## src/core/mps_pkg.sv

```systemverilog
// Shared constants of the mixer position supervisor.
package mps_pkg;

    // ==========================================================
    // Widths and timing
    localparam int POS_W          = 12;
    localparam int CLK_MHZ        = 250;
    localparam int ACK_HOLD_MS    = 100;
    localparam int ACK_HOLD_CYCLES = ACK_HOLD_MS * 1000 * CLK_MHZ;

    // ==========================================================
    // Register byte offsets
    localparam logic [7:0] OFS_CTRL     = 8'h00;
    localparam logic [7:0] OFS_MANUAL   = 8'h04;
    localparam logic [7:0] OFS_POS_BASE = 8'h08;
    localparam logic [7:0] OFS_TOL      = 8'h20;
    localparam logic [7:0] OFS_FTIME    = 8'h24;
    localparam logic [7:0] OFS_TEMPMAX  = 8'h28;
    localparam logic [7:0] OFS_STATUS   = 8'h2C;
    localparam logic [7:0] OFS_TARGET   = 8'h30;

    // ==========================================================
    // Modes and fixed position slots
    localparam logic [1:0] MODE_MANUAL  = 2'h0;
    localparam logic [1:0] MODE_AUTO    = 2'h1;
    localparam logic [1:0] MODE_AUTOPAR = 2'h2;
    localparam logic [1:0] KIND_START   = 2'h0;
    localparam logic [1:0] KIND_RUN     = 2'h1;
    localparam logic [1:0] KIND_LOW     = 2'h2;
    localparam int         POS_SLOTS    = 6;

    // ==========================================================
    // Synchronised input bit positions
    localparam int IN_ACK  = 0;
    localparam int IN_MISF = 1;
    localparam int IN_GAS  = 2;
    localparam int IN_MAIN = 3;
    localparam int IN_GEN  = 4;
    localparam int IN_RUN  = 5;
    localparam int IN_W    = 6;

    // ==========================================================
    // Reset values
    localparam logic [1:0]  RST_MODE    = 2'h0;
    localparam logic [11:0] RST_POS     = 12'h000;
    localparam logic [11:0] RST_TOL     = 12'h010;
    localparam logic [31:0] RST_FTIME   = 32'h00FF_FFFF;
    localparam logic [11:0] RST_TEMPMAX = 12'hFFF;

endpackage : mps_pkg

```

## src/core/mps_persist_if.sv

```systemverilog
// Carrier between a persistence timer and its user.
`timescale 1ns/100ps
interface mps_persist_if #(parameter int W = 32);
    logic         level;
    logic [W-1:0] limit;
    logic         expired;
    modport timer (input level, input limit, output expired);
    modport user  (output level, output limit, input expired);
endinterface : mps_persist_if

```

## src/core/mps_sync.sv

```systemverilog
// Two-flop synchroniser for asynchronous plant inputs.
`timescale 1ns/100ps
module mps_sync #(
    parameter int W = 6
) (
    input  wire logic         clk,
    input  wire logic         rst,
    input  wire logic [W-1:0] asyncIn,
    output logic      [W-1:0] syncOut
);
    typedef struct packed {
        logic [W-1:0] stage1;
        logic [W-1:0] stage2;
    } mps_sync_s;

    mps_sync_s syncReg;
    mps_sync_s syncNext;

    if (W < 1)
    begin : g_chk
        $error("mps_sync width must be positive.");
    end

    always_comb
    begin
        syncNext.stage1 = asyncIn;
        syncNext.stage2 = syncReg.stage1;
    end

    always_ff @(posedge clk or posedge rst)
    begin
        if (rst)
            syncReg <= '0;
        else
            syncReg <= syncNext;
    end

    assign syncOut = syncReg.stage2;
endmodule : mps_sync

```

## src/core/mps_persist.sv

```systemverilog
// Counts how long a level has stood without a break.
`timescale 1ns/100ps
module mps_persist #(
    parameter int W = 32
) (
    input  wire logic      clk,
    input  wire logic      rst,
    mps_persist_if.timer   pif
);
    typedef struct packed {
        logic [W-1:0] count;
    } mps_persist_s;

    mps_persist_s perReg;
    mps_persist_s perNext;

    if (W < 2)
    begin : g_chk
        $error("mps_persist width too small.");
    end

    // Saturates at the limit so a long closure never wraps and re-fires.
    always_comb
    begin
        perNext = perReg;
        if (!pif.level)
            perNext.count = '0;
        else if (perReg.count < pif.limit)
            perNext.count = perReg.count + W'(1);
    end

    always_ff @(posedge clk or posedge rst)
    begin
        if (rst)
            perReg <= '0;
        else
            perReg <= perNext;
    end

    assign pif.expired = pif.level && (perReg.count >= pif.limit);
endmodule : mps_persist

```

## src/core/mps_top.sv

```systemverilog
// Mixer position supervisor with its AHB-Lite register file.
//
// Our own choices: register access over AHB-Lite and the address map.
`timescale 1ns/100ps

// ==========================================================
module mps_top #(
    parameter int ACK_HOLD_CYCLES = mps_pkg::ACK_HOLD_CYCLES
) (
    input  wire logic                     clk,
    input  wire logic                     rst,
    input  wire logic                     hsel,
    input  wire logic [31:0]              haddr,
    input  wire logic [1:0]               htrans,
    input  wire logic                     hwrite,
    input  wire logic [2:0]               hsize,
    input  wire logic [31:0]              hwdata,
    input  wire logic                     hready,
    output logic      [31:0]              hrdata,
    output logic                          hreadyout,
    output logic                          hresp,
    input  wire logic                     alarmResetIn,
    input  wire logic                     misfireIn,
    input  wire logic                     gasSelectIn,
    input  wire logic                     mainsBreakerClosed,
    input  wire logic                     generatorBreakerClosed,
    input  wire logic                     engineRunIn,
    input  wire logic [mps_pkg::POS_W-1:0] mixerFeedbackIn,
    input  wire logic [mps_pkg::POS_W-1:0] intakeTempIn,
    input  wire logic                     powerInRangeIn,
    input  wire logic [mps_pkg::POS_W-1:0] powerTargetIn,
    output logic      [mps_pkg::POS_W-1:0] mixerTargetOut,
    output logic                          driveCloseOut,
    output logic                          driveOpenOut,
    output logic                          powerCtrlActiveOut,
    output logic                          mixerFaultOut,
    output logic                          intakeTempAlarmOut,
    output logic                          misfireDetectedOut,
    output logic                          errorAckPulseOut
);
    localparam int PW = mps_pkg::POS_W;

    typedef struct packed {
        logic [1:0]                   mode;
        logic [mps_pkg::POS_SLOTS-1:0][PW-1:0] pos;
        logic [PW-1:0]                manualPos;
        logic [PW-1:0]                tol;
        logic [31:0]                  faultTime;
        logic [PW-1:0]                tempMax;
        logic [PW-1:0]                target;
        logic                         driveClose;
        logic                         driveOpen;
        logic                         pwrActive;
        logic                         fault;
        logic                         tempAlarm;
        logic                         misfire;
        logic                         island;
        logic                         ackSeen;
        logic                         ackPulse;
        logic                         wrPend;
        logic [7:0]                   wrAddr;
        logic [31:0]                  rdata;
        logic [31:0]                  ackRun;
    } mps_state_s;

    mps_state_s stReg;
    mps_state_s stNext;

    logic [mps_pkg::IN_W-1:0] syn;
    logic                     autoMode;
    logic                     powerAllowed;
    logic                     aboveTol;
    logic                     belowTol;
    logic                     accept;
    logic [PW-1:0]            startPos;
    logic [PW-1:0]            runPos;
    logic [PW-1:0]            lowPos;

    mps_persist_if #(.W(32)) ackIf ();
    mps_persist_if #(.W(32)) faultIf ();

    if (ACK_HOLD_CYCLES < 1)
    begin : g_chk
        $error("ACK_HOLD_CYCLES must be at least one.");
    end

    // ==========================================================
    // Input synchronisation and persistence timers
    mps_sync #(.W(mps_pkg::IN_W)) u_sync (
        .clk     (clk),
        .rst     (rst),
        .asyncIn ({engineRunIn, generatorBreakerClosed, mainsBreakerClosed,
                   gasSelectIn, misfireIn, alarmResetIn}),
        .syncOut (syn)
    );

    assign ackIf.level   = syn[mps_pkg::IN_ACK];
    assign ackIf.limit   = 32'(ACK_HOLD_CYCLES);
    assign faultIf.level = aboveTol || belowTol;
    assign faultIf.limit = stReg.faultTime;

    mps_persist #(.W(32)) u_ack (
        .clk (clk),
        .rst (rst),
        .pif (ackIf)
    );

    mps_persist #(.W(32)) u_fault (
        .clk (clk),
        .rst (rst),
        .pif (faultIf)
    );

    // ==========================================================
    // Helpers
    function automatic logic [PW-1:0] posOf(
        input mps_state_s s,
        input logic       setTwo,
        input logic [1:0] kind
    );
        logic [2:0] idx;
        idx = (setTwo ? 3'h3 : 3'h0) + {1'b0, kind};
        return s.pos[idx];
    endfunction : posOf

    function automatic logic [31:0] regRead(
        input mps_state_s s,
        input logic [7:0] a
    );
        logic [31:0] d;
        d = 32'h0000_0000;
        if (a == mps_pkg::OFS_CTRL)
            d = {30'h0, s.mode};
        else if (a == mps_pkg::OFS_MANUAL)
            d = {20'h0, s.manualPos};
        else if (a >= mps_pkg::OFS_POS_BASE && a < mps_pkg::OFS_TOL)
            d = {20'h0, s.pos[3'((a - mps_pkg::OFS_POS_BASE) >> 2)]};
        else if (a == mps_pkg::OFS_TOL)
            d = {20'h0, s.tol};
        else if (a == mps_pkg::OFS_FTIME)
            d = s.faultTime;
        else if (a == mps_pkg::OFS_TEMPMAX)
            d = {20'h0, s.tempMax};
        else if (a == mps_pkg::OFS_STATUS)
            d = {24'h0, s.island, s.misfire, s.tempAlarm, s.fault,
                 s.pwrActive, s.driveOpen, s.driveClose, 1'b0};
        else if (a == mps_pkg::OFS_TARGET)
            d = {20'h0, s.target};
        return d;
    endfunction : regRead

    // ==========================================================
    // Position decisions
    assign autoMode     = stReg.mode == mps_pkg::MODE_AUTO
                       || stReg.mode == mps_pkg::MODE_AUTOPAR;
    assign powerAllowed = stReg.mode == mps_pkg::MODE_AUTO
                       || (stReg.mode == mps_pkg::MODE_AUTOPAR
                           && syn[mps_pkg::IN_MAIN]);
    assign startPos     = posOf(stReg, syn[mps_pkg::IN_GAS], mps_pkg::KIND_START);
    assign runPos       = posOf(stReg, syn[mps_pkg::IN_GAS], mps_pkg::KIND_RUN);
    assign lowPos       = posOf(stReg, syn[mps_pkg::IN_GAS], mps_pkg::KIND_LOW);
    assign aboveTol     = {1'b0, mixerFeedbackIn}
                        > ({1'b0, stReg.target} + {1'b0, stReg.tol});
    assign belowTol     = ({1'b0, mixerFeedbackIn} + {1'b0, stReg.tol})
                        < {1'b0, stReg.target};
    assign accept       = hsel && htrans[1] && hready;

    always_comb
    begin
        stNext          = stReg;
        stNext.ackPulse = 1'b0;
        stNext.pwrActive = 1'b0;
        stNext.island   = stReg.mode == mps_pkg::MODE_AUTOPAR
                       && !syn[mps_pkg::IN_MAIN];
        if (!autoMode)
            stNext.target = stReg.manualPos;
        else if (!syn[mps_pkg::IN_RUN])
            stNext.target = startPos;
        else if (!syn[mps_pkg::IN_GEN])
            stNext.target = runPos;
        else if (powerAllowed && powerInRangeIn)
        begin
            stNext.target    = powerTargetIn;
            stNext.pwrActive = 1'b1;
        end
        else
            stNext.target = lowPos;

        stNext.driveClose = aboveTol;
        stNext.driveOpen  = belowTol;
        stNext.tempAlarm  = intakeTempIn > stReg.tempMax;
        stNext.misfire    = syn[mps_pkg::IN_MISF];

        // The acknowledge fires once per closure that lasts ACK_HOLD_CYCLES, however long it is held.
        stNext.ackSeen = ackIf.expired;
        if (ackIf.expired && !stReg.ackSeen)
            stNext.ackPulse = 1'b1;
        stNext.ackRun = syn[mps_pkg::IN_ACK]
                      ? (stReg.ackRun == 32'hFFFF_FFFF ? stReg.ackRun : stReg.ackRun + 32'h1)
                      : 32'h0;

        // A new fault in the acknowledge cycle stays set.
        if (faultIf.expired)
            stNext.fault = 1'b1;
        else if (stNext.ackPulse)
            stNext.fault = 1'b0;

        // Register bus: writes land in the data phase, reads are fetched early.
        stNext.wrPend = accept && hwrite;
        stNext.wrAddr = haddr[7:0];
        if (accept && !hwrite)
            stNext.rdata = regRead(stReg, haddr[7:0]);
        if (stReg.wrPend)
        begin
            if (stReg.wrAddr == mps_pkg::OFS_CTRL)
                stNext.mode = hwdata[1:0];
            else if (stReg.wrAddr == mps_pkg::OFS_MANUAL)
                stNext.manualPos = hwdata[PW-1:0];
            else if (stReg.wrAddr >= mps_pkg::OFS_POS_BASE && stReg.wrAddr < mps_pkg::OFS_TOL)
                stNext.pos[3'((stReg.wrAddr - mps_pkg::OFS_POS_BASE) >> 2)] = hwdata[PW-1:0];
            else if (stReg.wrAddr == mps_pkg::OFS_TOL)
                stNext.tol = hwdata[PW-1:0];
            else if (stReg.wrAddr == mps_pkg::OFS_FTIME)
                stNext.faultTime = hwdata;
            else if (stReg.wrAddr == mps_pkg::OFS_TEMPMAX)
                stNext.tempMax = hwdata[PW-1:0];
        end
    end

    always_ff @(posedge clk or posedge rst)
    begin
        if (rst)
        begin
            stReg           <= '0;
            stReg.mode      <= mps_pkg::RST_MODE;
            stReg.pos       <= {mps_pkg::POS_SLOTS{mps_pkg::RST_POS}};
            stReg.manualPos <= mps_pkg::RST_POS;
            stReg.tol       <= mps_pkg::RST_TOL;
            stReg.faultTime <= mps_pkg::RST_FTIME;
            stReg.tempMax   <= mps_pkg::RST_TEMPMAX;
        end
        else
            stReg <= stNext;
    end

    // ==========================================================
    // Outputs
    assign hrdata             = stReg.rdata;
    assign hreadyout          = 1'b1;
    assign hresp              = 1'b0;
    assign mixerTargetOut     = stReg.target;
    assign driveCloseOut      = stReg.driveClose;
    assign driveOpenOut       = stReg.driveOpen;
    assign powerCtrlActiveOut = stReg.pwrActive;
    assign mixerFaultOut      = stReg.fault;
    assign intakeTempAlarmOut = stReg.tempAlarm;
    assign misfireDetectedOut = stReg.misfire;
    assign errorAckPulseOut   = stReg.ackPulse;

    // ==========================================================
    // Assertions
    ack_hold_min_a: assert property (
        @(posedge clk) disable iff (rst)
        errorAckPulseOut |-> $past(stReg.ackRun) >= 32'(ACK_HOLD_CYCLES))
        else $error("Acknowledge fired before the hold time.");

    ack_clears_fault_a: assert property (
        @(posedge clk) disable iff (rst)
        $fell(mixerFaultOut) |-> errorAckPulseOut)
        else $error("Fault cleared without an acknowledge.");

    gas_set_a: assert property (
        @(posedge clk) disable iff (rst)
        (autoMode && !syn[mps_pkg::IN_RUN] && syn[mps_pkg::IN_GAS])
        |=> mixerTargetOut == $past(stReg.pos[3]))
        else $error("Start position not taken from set 2.");

    island_low_a: assert property (
        @(posedge clk) disable iff (rst)
        (stReg.mode == mps_pkg::MODE_AUTOPAR && !syn[mps_pkg::IN_MAIN]
         && syn[mps_pkg::IN_RUN] && syn[mps_pkg::IN_GEN])
        |=> mixerTargetOut == $past(lowPos) && !powerCtrlActiveOut)
        else $error("Island operation left the low position.");

    run_pos_a: assert property (
        @(posedge clk) disable iff (rst)
        (autoMode && syn[mps_pkg::IN_RUN] && !syn[mps_pkg::IN_GEN])
        |=> mixerTargetOut == $past(runPos))
        else $error("Run position not commanded.");

    start_pos_a: assert property (
        @(posedge clk) disable iff (rst)
        (autoMode && !syn[mps_pkg::IN_RUN]) |=> mixerTargetOut == $past(startPos))
        else $error("Start position not commanded.");

    manual_pos_a: assert property (
        @(posedge clk) disable iff (rst)
        (stReg.mode == mps_pkg::MODE_MANUAL)
        |=> mixerTargetOut == $past(stReg.manualPos) && !powerCtrlActiveOut)
        else $error("Manual mode did not follow the manual position.");

    pwr_active_a: assert property (
        @(posedge clk) disable iff (rst)
        powerCtrlActiveOut |-> $past(syn[mps_pkg::IN_RUN] && syn[mps_pkg::IN_GEN]
                                     && powerInRangeIn && powerAllowed))
        else $error("Power control flagged without its conditions.");

    drives_exclusive_a: assert property (
        @(posedge clk) disable iff (rst)
        !(driveCloseOut && driveOpenOut))
        else $error("Both drive outputs closed.");

    drive_close_a: assert property (
        @(posedge clk) disable iff (rst)
        {1'b0, $past(mixerFeedbackIn)} > {1'b0, $past(mixerTargetOut)} + {1'b0, $past(stReg.tol)}
        |-> driveCloseOut)
        else $error("Drive close missing above tolerance.");

    drive_open_a: assert property (
        @(posedge clk) disable iff (rst)
        $past(mixerFeedbackIn) + $past(stReg.tol) + 13'h1 <= $past(mixerTargetOut)
        |-> driveOpenOut)
        else $error("Drive open missing below tolerance.");

    fault_set_a: assert property (
        @(posedge clk) disable iff (rst)
        $rose(mixerFaultOut) |-> $past(faultIf.level))
        else $error("Fault raised without deviation.");

    temp_alarm_a: assert property (
        @(posedge clk) disable iff (rst)
        intakeTempAlarmOut == $past(intakeTempIn > stReg.tempMax))
        else $error("Temperature alarm wrong.");

    misfire_a: assert property (
        @(posedge clk) disable iff (rst)
        $rose(misfireIn) ##1 misfireIn[*2] |=> misfireDetectedOut)
        else $error("Misfire not passed on.");

    power_cover_c: cover property (@(posedge clk) disable iff (rst) $rose(powerCtrlActiveOut));
    fault_cover_c: cover property (@(posedge clk) disable iff (rst) $rose(mixerFaultOut));
    ack_cover_c:   cover property (@(posedge clk) disable iff (rst) errorAckPulseOut);
endmodule : mps_top

```

## config.mk

```make
export PLATFORM = sky130hd
export DESIGN_NAME = mps_top
export DESIGN_NICKNAME = d
export VERILOG_FILES = /design/src/core/mps_pkg.sv /design/src/core/mps_persist_if.sv /design/src/core/mps_sync.sv /design/src/core/mps_persist.sv /design/src/core/mps_top.sv
export SDC_FILE = /design/constraint.sdc
export NUM_CORES = 1
export LEC_CHECK = 0
export BUFFER_PORTS_ARGS = -buffer_cell sky130_fd_sc_hd__buf_2
export CAP_MARGIN = 0
export CORE_MARGIN = 8
export CORE_UTILIZATION = 35
export CTS_CLUSTER_DIAMETER = 100
export CTS_CLUSTER_SIZE = 16
export DETAILED_ROUTE_END_ITERATION = 8
export PLACE_DENSITY = 0.56
export SLEW_MARGIN = 5
export SYNTH_ARGS = -nofsm -noshare
export SYNTH_HDL_FRONTEND = slang
export SYNTH_HIERARCHICAL = 1
export SYNTH_SLANG_ARGS = --single-unit
```

## constraint.sdc

```tcl
create_clock -name clk -period 6.73 [get_ports clk]
set_input_delay 1.0095 -clock clk [delete_from_list [all_inputs] [get_ports clk]]
set_output_delay 1.0095 -clock clk [all_outputs]
set_load 0.005 [all_outputs]
```

==> results.md <==
| Quantity | Reported | Unit |
|---|---|---|
| Via count of the first global-routing pass | 13172 | - |
| Clock slew at the register clock pins of the worst setup and hold paths | 0.08 | ns |
| Min setup slack post-route | 1.91 | ns |
| Largest net degree at the start of global routing | 127 | - |
| Number of I/O port buffers | 139 | - |
| Routed length per placed instance | 19.7 | um |
| Fmax achieved | 0.208 | GHz |
| Number of filler cells placed in the layout | 4867 | - |
| Maximum fanout along the worst path | 25 | - |
| Final Instance Area | 19100 | sq um |
| Synth Flop Type | dfrtp_1 | - |
| Post-Place Worst Slack | 1.75 | ns |
| Overall overflow remaining after global route | 0 | - |
| FF/Latch Area | 7050 | sq um |
| Setup violation total in the final timing report | 0 | - |
| Area of the multi-input gates | 9270 | sq um |
| DRC violation count after routing | 0 | - |
| Number of antenna-violating nets in the routed design | 0 | - |
| Post-synth design cell area | 17400 | sq um |
| Leakage power total | 0.00872 | uW |
| Met3 wire len | 2510 | um |
| Worst setup path class | register to register | - |
| Worst Path Arrival | 5.28 | ns |
| Number of enable-type register cells in the synthesized netlist | 0 | - |
| Depth of the CTS H-tree | 1 | - |
| Effective utilization at floorplan | 0.355 | - |
| Height of the die | 239 | um |
| Met2 Routed Length | 22900 | um |
| Worst ir drop on vdd | 0.000142 | V |
| Count of state elements after synthesis | 280 | - |
| Clock period minus final worst setup slack | 4.82 | ns |
| Number of antenna violations at the first check in global routing | 9 | - |
| Critical hold path startpoint | u_sync/syncNext[5] | - |
| Cell depth of the worst hold path | 0 | - |
| Classification of the worst-slack hold path | register to register | - |
| Highest routing layer actually used | met5 | - |
| Skew final | 0.0284 | ns |
| Syn_area_per_cell | 10.4 | sq um |
| NetSw | 981 | uW |
| CTS Root Buffer Type | clkbuf_16 | - |
| Fraction of power consumed by combinational cells | 0.133 | - |
| DRC marker count from the first detailed-route iteration | 853 | - |
| Std-Cell Rows | 81 | - |
| Vias | 13055 | - |
| Internal power component | 2530 | uW |
| GP Congestion | 0.847 | - |
| Proportion of synthesized chip area in sequential cells | 0.405 | - |
| Number of buffers created by CTS | 22 | - |
| Switching share of total power | 0.279 | - |
| Portion of the clock cycle consumed by the worst path in the final layout | 0.716 | - |
| Half-perimeter wire length of the detailed placement result | 35600 | um |
| Cell count after synthesis | 1677 | - |
| FFs w/ async S/R, synth | 1.00 | - |
| Count of max-cap constraint violations | 0 | - |
| Worst-case clock buffer depth | 3 | - |
| Clock tree from TritonCTS | done | - |
| Wire length of the first global-routing pass | 74600 | um |
| Metal-1 WL | 21500 | um |
| Total Nets Final | 2006 | - |
| Post-cts hold buffer count | 0 | - |
| Area added between synthesis and finish | 9.53 | % |
| Yosys top cell by area | dfrtp_1 | - |
| Core outline area | 49100 | sq um |
| Placed cell area | 18400 | sq um |
| Clk sink count | 280 | - |
| Share of the synthesized area in the top cell type | 0.349 | - |
| Path depth of the worst reg2reg path | 18 | - |
| Insertion delay to the later sink of the worst-skew pair | 0.54 | ns |
| Overall fraction of global-route tracks in use | 0.163 | - |
| Ratio of cells with drive above 1 in the final layout | 0.241 | - |
| Sequential share of power | 0.508 | - |
| Biggest area contributors in the synthesized netlist | dfrtp_1 (35%), mux2_2 (10%), ha_1 (9.2%), dfstp_2 (5.6%), a21oi_1 (3.4%) | - |
| Hold Vio Cnt, Final | 0 | - |
| Area of the die | 57100 | sq um |
| Kind of start point of the critical path | register | - |
| Critical Path Sink Type | register | - |
| RSZ-0062 raised after global routing | false | - |
| Number of top-level pins | 170 | - |
| Leading cell type by number of instances after synthesis | dfrtp_1 | - |
| RR Startpoint | mixerTargetOut[0] | - |
| Via count normalized by instance count | 5.35 | - |
| Setup TNS | 0 | ns |
| Width of the die | 239 | um |
| Post CTS Setup Buffer Count | 0 | - |
| Max transition margin | 0.255 | - |
| Router iterations before antenna repair | 6 | - |
| PD cells | 184 | nW/um^2 |
| Run status | complete, no violations | - |
| Clk pwr share | 0.358 | - |
| Number of gates resized after cts | 0 | - |
| Least-Margin Pin Slew | 1.12 | ns |
| Most frequent cells after synthesis | dfrtp_1 (243), mux2_2 (161), ha_1 (128) | - |
| Worst EP required | 7.19 | ns |
| Final Max Tran Viols | 0 | - |
| Distinct cells, synth | 76 | - |
| Timing startpoint of the critical path | mixerTargetOut[0] | - |
| DRT Wirelength | 48100 | um |
| Ys Warns | 6 | - |
| FF-to-FF setup slack | 1.91 | ns |
-- worst max-delay path: stages (launching register included) --
cell and delay [ns]:
dfrtp_1 0.53, ha_1 0.22, inv_1 0.05, fa_1 0.42, nor2b_1 0.17, o31a_1 0.24
o221a_2 0.24, mux2i_1 0.07, a2111oi_0 0.48, ha_1 0.34, nand3_1 0.17, nor4_1 0.09
a211o_1 0.27, a41o_1 0.22, o22ai_1 0.20, buf_4 0.26, inv_1 0.40, a21oi_1 0.24
o21bai_1 0.12
-- registers in the layout, summed over array words and instances (netlist names), 6 cells and up --
| name | count |
|---|---|
| faultIf.limit | 32 |
| mixerTargetOut | 12 |
| u_ack/perReg | 32 |
| u_fault/perReg | 32 |
| u_sync/syncNext | 6 |
| u_sync/syncOut | 6 |
| stReg | 121 |
| hrdata | 32 |
-- cells in the final DEF (no fill, tap or decap), drive strengths merged, types with 6 or more instances in the layout --
cell type | Yosys | routed
o31ai | 24 | 24
nand2 | 104 | 104
mux2 | 174 | 174
o31a | 7 | 7
nand4 | 38 | 38
o21bai | 6 | 6
or3 | 19 | 19
xnor2 | 12 | 12
o21ai | 66 | 66
o211ai | 8 | 8
dfstp | 37 | 37
a211oi | 9 | 9
mux2i | 47 | 47
a211o | 6 | 6
nor2b | 31 | 31
nor4 | 13 | 13
nor2 | 57 | 57
buf | 94 | 155
xor2 | 6 | 6
mux4 | 12 | 12
o22ai | 7 | 7
a21o | 16 | 16
ha | 128 | 128
and2 | 8 | 8
conb | 2 | 34
a21oi | 117 | 117
and3 | 22 | 22
a31oi | 6 | 6
and4 | 8 | 8
a221oi | 22 | 22
a22oi | 11 | 11
dfrtp | 243 | 243
clkbuf | 35 | 36
nand3 | 36 | 36
nand2b | 25 | 25
nor3 | 17 | 17
or4 | 29 | 29
inv | 117 | 117
a22o | 20 | 20
-- final timing paths --
| kind | to |
|---|---|
| worst max-delay path | mixerFaultOut |
| worst max register to register | mixerFaultOut |
| worst min-delay path | u_sync/syncOut[5] |
| max in group asynchronous | hrdata[31] |
| min in group asynchronous | u_sync/syncOut[1] |
| worst min register to register | u_sync/syncOut[5] |
-- per-layer routing --
layer / global-route usage / vias to the layer above
met4: 0.0444 / 12
met2: 0.275 / 251
li1: - / 6225
met1: 0.214 / 6488
met3: 0.0279 / 79
met5: 0 / -
-- power by group through the flow --
stage	combinational, uW	clock, uW	sequential (uW)
2_1_floorplan	361	0	1790
3_5_place_dp	470	0	1820
3_3_place_gp	460	0	1820
4_1_cts	472	1310	1790
6_report	468	1260	1790
5_1_grt	528	1370	1790
-- per-stage QoR --
step                power (uW)  hold WS [ns]  utilization  instances
global placement          2280         0.334        0.375       2399
CTS                       3570         0.329        0.389       2438
floorplan                 2150         0.331            -       1709
finish                    3510         0.332        0.389       2440
global route              3690         0.329        0.389       2439
detailed placement        2290         0.337        0.375       2399
-- final cells by class --
class,instances,area share
Multi-Input combinational cell,1183,0.486
Sequential cell,280,0.370
Tap cell,664,0.0436
Clock inverter,3,0.00256
Antenna cell,2,0.000262
Inverter,117,0.0234
Clock buffer,36,0.0316
Timing Repair Buffer,155,0.0428
-- kinds of logic (layout without fill, tap and decap cells) --
group,count (synthesis),after routing,synth area share
DFF,280,280,0.405
and+or+nand+nor,423,423,0.137
xor gates and xnor gates,18,18,0.00905
adders and majority gates,130,130,0.0943
other,2,36,0.000431
AOI/OAI and AO/OA,345,345,0.127
buffers and inverters,246,311,0.0696
muxes,233,233,0.157
No activity file was read; power rests on OpenSTA's default activity.
